File: config.mk
export PLATFORM = sky130hd
export DESIGN_NAME = wor_timer
export DESIGN_NICKNAME = d
export VERILOG_FILES = /design/src/hdl/wor_pkg.sv /design/src/hdl/wor_timer.sv
export SDC_FILE = /design/constraint.sdc
export NUM_CORES = 1
export LEC_CHECK = 0
export ABC_AREA = 1
export BUFFER_PORTS_ARGS = -buffer_cell sky130_fd_sc_hd__buf_2
export CAP_MARGIN = 20
export CELL_PAD_IN_SITES_DETAIL_PLACEMENT = 1
export CELL_PAD_IN_SITES_GLOBAL_PLACEMENT = 1
export CORE_UTILIZATION = 45
export CTS_CLUSTER_DIAMETER = 120
export DETAILED_ROUTE_END_ITERATION = 16
export PLACE_DENSITY_LB_ADDON = 0.25
export SYNTH_ARGS = -nofsm -noshare
export SYNTH_HDL_FRONTEND = slang
export SYNTH_SLANG_ARGS = --single-unit
File: constraint.sdc
create_clock -name SYS_CLK_I -period 3.92 [get_ports SYS_CLK_I]
set_input_delay 0.196 -clock SYS_CLK_I [delete_from_list [all_inputs] [get_ports SYS_CLK_I]]
set_output_delay 0.196 -clock SYS_CLK_I [all_outputs]
set_load 0.05 [all_outputs]
File: src/hdl/wor_pkg.sv
// Purpose: constants for the wake-on-radio event timer
// Assumes: single 50 MHz clock, synchronous active-high reset
// Notes:   register offsets are the printed byte addresses
package wor_pkg;
   localparam logic [7:0] WOR_ADDR_HIGH = 8'h1E;
   localparam logic [7:0] WOR_ADDR_LOW  = 8'h1F;
   localparam logic [7:0] WOR_ADDR_CTRL = 8'h20;
   localparam logic [7:0] WOR_RST_HIGH  = 8'h87;
   localparam logic [7:0] WOR_RST_LOW   = 8'h6B;
   localparam logic [7:0] WOR_RST_CTRL  = 8'hF8;
   localparam logic [7:0] WOR_CTRL_MASK = 8'hFB;
   localparam int         WOR_PD_BIT    = 7;
   localparam int         WOR_DLY_MSB   = 6;
   localparam int         WOR_DLY_LSB   = 4;
   localparam int         WOR_CAL_BIT   = 3;
   localparam int         WAKE_TIMER_RESOLUTION_MSB   = 1;
   localparam int         WOR_XOSC_DIV  = 750;
   localparam int         WAKE_TIMER_RESOLUTION_SHIFT = 5;
   localparam int         WOR_SYNC_MUL  = 2;
   localparam int         WOR_CAL_CYC   = 8;
   localparam logic [7:0] WOR_DLY_C0    = 8'h04;
   localparam logic [7:0] WOR_DLY_C1    = 8'h06;
   localparam logic [7:0] WOR_DLY_C2    = 8'h08;
   localparam logic [7:0] WOR_DLY_C3    = 8'h0C;
   localparam logic [7:0] WOR_DLY_C4    = 8'h10;
   localparam logic [7:0] WOR_DLY_C5    = 8'h18;
   localparam logic [7:0] WOR_DLY_C6    = 8'h20;
   localparam logic [7:0] WOR_DLY_C7    = 8'h30;
endpackage

File: src/hdl/wor_timer.sv
// Purpose: wake-on-radio event timer with register port
// Assumes: SYS_CLK_I is the crystal reference; inputs synchronous
// Notes:   wake tick is a one-cycle enable every XOSC_DIV clocks
module wor_timer #(
   parameter int XOSC_DIV = wor_pkg::WOR_XOSC_DIV,
   parameter int CAL_CYC  = wor_pkg::WOR_CAL_CYC
) (
   input  wire logic       SYS_CLK_I,
   input  wire logic       RESET_I,
   input  wire logic       REG_WR_I,
   input  wire logic [7:0] REG_ADDR_I,
   input  wire logic [7:0] REG_WDATA_I,
   input  wire logic       WAKE_AUTO_SYNC_I,
   output logic      [7:0] REG_RDATA_O,
   output logic            RC_TICK_O,
   output logic            FIRST_EVENT_O,
   output logic            SECOND_EVENT_O,
   output logic            RC_OSC_CAL_ENABLE_BUSY_O
);
   import wor_pkg::*;

   typedef enum logic [1:0] {
      WOR_OFF  = 2'b00,
      WOR_CAL  = 2'b01,
      WOR_RUN  = 2'b10
   } wor_state_e;

   logic [7:0]  wake_timeout_high;
   logic [7:0]  wake_timeout_low;
   logic [7:0]  wake_control;
   wor_state_e  state;
   logic [9:0]  div_cnt;
   logic [3:0]  cal_cnt;
   logic [30:0] step_cnt;
   logic [15:0] evt_cnt;
   logic [7:0]  dly_cnt;
   logic        dly_run;
   logic [7:0]  next_delay;
   logic [30:0] step_len;
   logic [15:0] timeout;

   assign timeout = {wake_timeout_high, wake_timeout_low};

   ////////////////////////////////////////////////////////////////////
   // Register port
   always_ff @(posedge SYS_CLK_I) begin
      if (RESET_I) begin
         wake_timeout_high <= WOR_RST_HIGH;
         wake_timeout_low  <= WOR_RST_LOW;
         wake_control      <= WOR_RST_CTRL;
      end else if (REG_WR_I) begin
         case (REG_ADDR_I)
            WOR_ADDR_HIGH: wake_timeout_high <= REG_WDATA_I;
            WOR_ADDR_LOW:  wake_timeout_low  <= REG_WDATA_I;
            WOR_ADDR_CTRL: wake_control <= REG_WDATA_I & WOR_CTRL_MASK;
            default: ;
         endcase
      end
   end

   always_ff @(posedge SYS_CLK_I) begin
      if (RESET_I)
         REG_RDATA_O <= 8'h00;
      else begin
         case (REG_ADDR_I)
            WOR_ADDR_HIGH: REG_RDATA_O <= wake_timeout_high;
            WOR_ADDR_LOW:  REG_RDATA_O <= wake_timeout_low;
            WOR_ADDR_CTRL: REG_RDATA_O <= wake_control;
            default:       REG_RDATA_O <= 8'h00;
         endcase
      end
   end

   ////////////////////////////////////////////////////////////////////
   // Oscillator power and calibration
   always_ff @(posedge SYS_CLK_I) begin
      if (RESET_I) begin
         state   <= WOR_OFF;
         cal_cnt <= 4'h0;
      end else if (wake_control[WOR_PD_BIT]) begin
         state   <= WOR_OFF;
         cal_cnt <= 4'h0;
      end else begin
         case (state)
            WOR_OFF: begin
               cal_cnt <= 4'h0;
               if (wake_control[WOR_CAL_BIT])
                  state <= WOR_CAL;
               else
                  state <= WOR_RUN;
            end
            WOR_CAL: begin
               cal_cnt <= cal_cnt + 4'h1;
               if (cal_cnt == 4'(CAL_CYC - 1))
                  state <= WOR_RUN;
            end
            WOR_RUN: state <= WOR_RUN;
            default: state <= WOR_OFF;
         endcase
      end
   end
   assign RC_OSC_CAL_ENABLE_BUSY_O = (state == WOR_CAL);

   ////////////////////////////////////////////////////////////////////
   // Wake tick: crystal divided by XOSC_DIV
   always_ff @(posedge SYS_CLK_I) begin
      if (RESET_I || state != WOR_RUN) begin
         div_cnt   <= 10'h000;
         RC_TICK_O <= 1'b0;
      end else if (div_cnt == 10'(XOSC_DIV - 1)) begin
         div_cnt   <= 10'h000;
         RC_TICK_O <= 1'b1;
      end else begin
         div_cnt   <= div_cnt + 10'h001;
         RC_TICK_O <= 1'b0;
      end
   end

   ////////////////////////////////////////////////////////////////////
   // Event 0: timeout times 2^(5*res) ticks
   always_comb begin
      step_len = 31'h1 << (WAKE_TIMER_RESOLUTION_SHIFT * wake_control[WAKE_TIMER_RESOLUTION_MSB:0]);
   end

   always_ff @(posedge SYS_CLK_I) begin
      if (RESET_I || state != WOR_RUN) begin
         step_cnt      <= 31'h0;
         evt_cnt       <= 16'h0;
         FIRST_EVENT_O <= 1'b0;
      end else begin
         FIRST_EVENT_O <= 1'b0;
         if (RC_TICK_O) begin
            if (step_cnt >= step_len - 31'h1) begin
               step_cnt <= 31'h0;
               if (evt_cnt >= timeout - 16'h1) begin
                  evt_cnt       <= 16'h0;
                  FIRST_EVENT_O <= 1'b1;
               end else
                  evt_cnt <= evt_cnt + 16'h1;
            end else
               step_cnt <= step_cnt + 31'h1;
         end
      end
   end

   ////////////////////////////////////////////////////////////////////
   // Event 1 delay decode
   always_comb begin
      case (wake_control[WOR_DLY_MSB:WOR_DLY_LSB])
         3'h0:    next_delay = WOR_DLY_C0;
         3'h1:    next_delay = WOR_DLY_C1;
         3'h2:    next_delay = WOR_DLY_C2;
         3'h3:    next_delay = WOR_DLY_C3;
         3'h4:    next_delay = WOR_DLY_C4;
         3'h5:    next_delay = WOR_DLY_C5;
         3'h6:    next_delay = WOR_DLY_C6;
         default: next_delay = WOR_DLY_C7;
      endcase
      if (WAKE_AUTO_SYNC_I)
         next_delay = next_delay << WOR_SYNC_MUL;
   end

   always_ff @(posedge SYS_CLK_I) begin
      if (RESET_I || state != WOR_RUN) begin
         dly_cnt        <= 8'h00;
         dly_run        <= 1'b0;
         SECOND_EVENT_O <= 1'b0;
      end else begin
         SECOND_EVENT_O <= 1'b0;
         if (FIRST_EVENT_O) begin
            dly_cnt <= next_delay;
            dly_run <= 1'b1;
         end else if (dly_run && RC_TICK_O) begin
            if (dly_cnt == 8'h01) begin
               dly_run        <= 1'b0;
               SECOND_EVENT_O <= 1'b1;
            end
            dly_cnt <= dly_cnt - 8'h01;
         end
      end
   end
endmodule

======== Word level (Yosys, flattened, before mapping) ========
Index checks and enable logic that the tools add are counted.
word-level totals
  register bits after elaboration ......... 106
  latch bits .............................. 0
  bits in writable memories ............... 0
  ROM bits ................................ 0
  input port bits ......................... 20
  output and inout bits ................... 12
  memories ................................ 0
cells by class
  add/subtract/negate cells ............... 7
  $mul .................................... 1
  divide/modulo/power cells ............... 0
  $lt $le $gt $ge ......................... 2
  equal/unequal tests ..................... 16
  shifts and indexed selects .............. 1
  mux-type cells .......................... 17
  bitwise logic cells ..................... 3
  reductions and logical operators ........ 16
operator list
  kind                     number
  $pmux W6 S7              1
  $add A31 B1 Y31 const B  1
  $ge A31 B31 Y1           1
  $mux W31                 1
  $shl A1 B5 Y31 const A   1
  $sub A31 B1 Y31 const B  1
  $mux W8                  3
  $pmux W8 S3              1
  $add A16 B1 Y16 const B  1
  $eq A8 B5 Y1 const B     2
  $ge A16 B16 Y1           1
  $mux W16                 1
  $sub A16 B1 Y16 const B  1
  $add A10 B1 Y10 const B  1
  $eq A10 B10 Y1 const B   1
  $reduce_and A2 Y1        5
  $eq A3 B3 Y1 const B     3
  $eq A8 B1 Y1 const B     1
  $eq A8 B6 Y1 const B     1
  $pmux W4 S2              1
  $sub A8 B1 Y8 const B    1
  $eq A3 B2 Y1 const B     2
  $mux W1                  6
  $pmux W2 S3              1
  other kinds (17)         24

======== Longest topological paths before layout ========
  depth in word-level cells ............... 6
  mapped depth ............................ 18

======== Least setup slack after synthesis ========
OpenSTA, ideal clock, no wires.
  path type ............................... reg2reg
  from .................................... register wake_timeout_low[0]
  to ...................................... register evt_cnt[11]
  library setup time ...................... 0.132 ns
  arrival time ............................ 2.779 ns
  required time ........................... 3.788 ns
  setup slack ............................. 1.009 ns
  stages on the path, launching flop included .. 19
  path buffers ............................ 1
  clock period less this slack ............ 2.911 ns
  cell sequence ........................... dfxtp_1 inv_1 ha_1 nand3_1 nor2_1 nand3_1 nor3_1 nand3_1 xor2_1 inv_1 ha_1 nand2_1 nor3_1 nand3_1 nand3_1 clkbuf_1 nor2_1 nand3_1 a21oi_1
between the ends
  word-level cells in the longest chain between the ends .. 3
RTL lines
  what                      RTL line          text
  start: declaration        wor_timer.sv:29   logic [7:0] wake_timeout_low;
  start signal: assignment  wor_timer.sv:49   wake_timeout_low <= WOR_RST_LOW;
  start signal: assignment  wor_timer.sv:54   WOR_ADDR_LOW: wake_timeout_low <= REG_WDATA_I;
  $sub A16 B1 Y16           wor_timer.sv:135  if (evt_cnt >= timeout - 16'h1) begin
  $ge A16 B16 Y1            wor_timer.sv:135
  $mux W16                  wor_timer.sv:135
  end signal: assignment    wor_timer.sv:139  evt_cnt <= evt_cnt + 16'h1;
  end: declaration          wor_timer.sv:35   logic [15:0] evt_cnt;
Every way passes these cells.
A chain may end at the register's enable or synchronous reset.

======== Final worst setup path ========
  from .................................... register wake_timeout_low[0]
  to ...................................... register evt_cnt[1]
The elaborated chain is that of the path after synthesis.

==> results by group <==
Setup path
  • Worst Setup Start Kind: register
  • Reg-to-reg critical path startpoint: wake_timeout_low[0]
  • Worst setup endpoint: evt_cnt[1]
  • CP endpoint kind: register
  • Req. time, crit path: 4.20 ns
  • Worst-path fanout max: 15
  • Crit. Startpoint: wake_timeout_low[0]
  • Flop-to-flop setup slack: 0.51 ns
  • Reg2reg path depth: 17
  • Setup Crit Path Kind: register to register
  • FF-to-FF End: evt_cnt[1]
  • Critical path data arrival time: 3.69 ns

Timing
  • Pins Over Slew Limit: 0
  • Tcrit/Tclk final: 0.870
  • Max Clk Rate: 0.293 GHz
  • RSZ-0062 raised after global routing: false
  • Max_slew headroom: 0.538
  • Final min period: 3.41 ns
  • Final setup violation count: 0
  • Slew at the pin with the worst max-slew slack: 0.691 ns
  • Final hold vios: 0
  • Setup TNS: 0 ns
  • Clock skew: 0.00807 ns

Clocking
  • CTS Buffer Depth: 2
  • CTS Buf Count: 9
  • H-tree depth: 3
  • Clk_lat worst skew: 0.36 ns
  • Cts repair resizes: 0
  • Setup Fix Bufs, Post-CTS: 0
  • CTS Sinks: 106
  • Clk root buf: clkbuf_16
  • CTS tree: yes
  • Reg clk slew, reported paths: 0.08 ns
  • Hold buffers post-CTS: 0

Finish
  • Fin nets: 1,026
  • N_diodes: 0
  • Layout cells sized above 1: 0.0760
  • Commonest cells after routing, fill and taps aside: nand2_1 (187), nor2_1 (126), inv_1 (124), dfxtp_1 (106), a21oi_1 (65)
  • Syn-to-layout area delta: 10.4%
  • Most common cell after layout, fill and taps aside: nand2_1
  • Final instance area: 0.00704 sq mm
  • Filler cells: 1,878

Yosys
  • Post-Synthesis Cell Area: 0.00637 sq mm
  • Library cells used by synthesis: 42
  • Compound-Gate Fraction of Synth Area: 0.117
  • Synth warnings: 0
  • Synth Area in Simple Gates: 0.301
  • Yosys reg bits: 106
  • Syn_area_per_cell: 6.94 sq um
  • Post-synthesis cell count: 918
  • Multiplexer area fraction after synthesis: 0
  • Seq/Total Area, Yosys: 0.333
  • Xor and xnor fraction of the mapped netlist area: 0.0605
  • Largest family of logic cells by synthesized area: simple AND/OR/NAND/NOR gates
  • Synth Area in Adders: 0.100

Route
  • Routed via count: 6,007
  • Vias/cell: 5.27
  • Max layer used: met4
  • Detail Route met3 WL: 510 um
  • DRT Pass-1 Iters: 4
  • DRC violation count after routing: 0
  • Post-Route WL: 16,900 um
  • Met2 Wirelength: 7970 um
  • Met1 wire length: 8290 um
  • 1st-iter DRT viols: 354
  • Avg WL per Cell: 14.8 um
  • Antenna-violating nets left: 0

Outcome
  • Outcome: finished clean

Place
  • Detail Placement HPWL: 12,900 um
  • Placed Area: 0.00673 sq mm
  • IO buf count: 31
  • Final GP Congestion: 0.830

Die
  • Die Footprint: 0.0146 sq mm
  • Die H: 121 um
  • Core footprint: 0.0138 sq mm
  • DIE WIDTH: 121 um
  • Total I/O pin count: 32
  • Initial core utilization: 0.461
  • Placement row count: 43

Global routing
  • First-pass GRT wire length: 28,700 um
  • Largest net degree at the start of global routing: 28
  • GRT overflow: 0
  • Vias in the first global route: 5,998
  • Total GRT Usage: 0.245
  • Initial antenna violation count: 0

Pwr
  • Leak: 0.00301 uW
  • PwrDens: 297 mW/mm^2
  • Peak supply drop: 298 uV

Job
  • Max-cap viol count: 0

Min path
  • Class of the worst hold path: input pin to register
layer usage:
metal  up-vias  global-route usage
met1      2868               0.330
met2        67               0.403
li1       3057                   -
met5         -                   0
met3        15              0.0526
met4         0              0.0448
cell type report:
cell class                      count  area, sq um  area share
Tap cell                          180          225      0.0320
Multi-Input combinational cell    676         3720       0.528
Clock buffer                       10          239      0.0340
Clock inverter                      6         70.1     0.00996
Inverter                          127          477      0.0677
Sequential cell                   106         2120       0.302
Timing Repair Buffer               35          185      0.0263
metrics by stage:
step	power (uW)	util	setup slack, ns	hold WS, ns	std cells
after floorplan	1130	-	1.01	0.267	925
after global placement	1150	0.487	0.657	0.433	1124
after detailed placement	1150	0.487	0.497	0.433	1124
after CTS	2110	0.509	0.455	0.0809	1140
after global routing	2160	0.509	0.0593	0.0905	1140
final	2090	0.509	0.509	0.0947	1140
report_power, final:
part | leakage, uW | internal (uW) | switching [uW]
registers | 0.000854 | 1080 | 0.556
logic | 0.00200 | 16.3 | 30.3
clock network | 0.000154 | 521 | 445
total | 0.00301 | 1610 | 476
logic make-up (layout without fill, tap and decap cells):
group / count (synthesis) / in the layout
AO/OA/AOI/OAI: 132 / 132
XOR/XNOR: 44 / 44
adder cells (fa/ha/maj): 51 / 51
buffers and inverters: 143 / 178
flip-flops: 106 / 106
other: 1 / 8
AND/OR/NAND/NOR: 441 / 441
state kept, by name (all words and copies together), names as in the netlist, 4 cells and up:
| signal | cells |
|---|---|
| REG_RDATA_O | 8 |
| cal_cnt | 4 |
| div_cnt | 10 |
| dly_cnt | 8 |
| evt_cnt | 16 |
| step_cnt | 31 |
| wake_control | 7 |
| wake_timeout_high | 8 |
| wake_timeout_low | 8 |
how the worst min path moves through the flow:
stage	depth (start not counted)	slack, ns	to	from
after floorplan	1	0.27	REG_RDATA_O[2]	RESET_I
after CTS	3	0.08	wake_timeout_high[2]	REG_WDATA_I[2]
after global placement	2	0.43	step_cnt[30]	step_cnt[30]
after global routing	3	0.09	wake_timeout_high[2]	REG_WDATA_I[2]
after detailed placement	2	0.43	step_cnt[30]	step_cnt[30]
final	3	0.09	wake_timeout_high[2]	REG_WDATA_I[2]
cell usage after synthesis (all sizes together):
library cell,count,area share
nand2,191,0.11
nor2,134,0.084
inv,126,0.074
dfxtp,106,0.33
a21oi,65,0.051
nand3,54,0.043
ha,51,0.10
xor2,36,0.049
o21ai,32,0.025
nor3,21,0.017
nand4,20,0.021
clkbuf,10,0.0059
o211ai,10,0.012
xnor2,8,0.011
a211oi,6,0.0071
a31oi,6,0.0059
buf,6,0.0067
o221ai,6,0.0082
or2,6,0.0059
nor3b,5,0.0059
nor4,5,0.0049
o22ai,3,0.0029
a21o,2,0.0024
and3,2,0.0020
a221oi,1,0.0014
and2,1,0.00098
clkinv,1,0.00059
conb,1,0.00059
nand3b,1,0.0012
o311ai,1,0.0014
or3b,1,0.0014
worst max-delay path: stages (launching register included):
cell and delay, ns:
dfxtp_1 0.30, inv_1 0.14, ha_1 0.21, nand3_1 0.14, nor2_1 0.20, nand3_1 0.14, nor3_1 0.27, nand3_1 0.13
xor2_1 0.15, inv_1 0.06, ha_1 0.26, nand2_1 0.09, o21ai_0 0.09, a21oi_1 0.12, nand3_1 0.48, nand3_1 0.29
nand2_1 0.09, a21oi_1 0.15
Note: power is estimated with default switching activity, not from simulation.
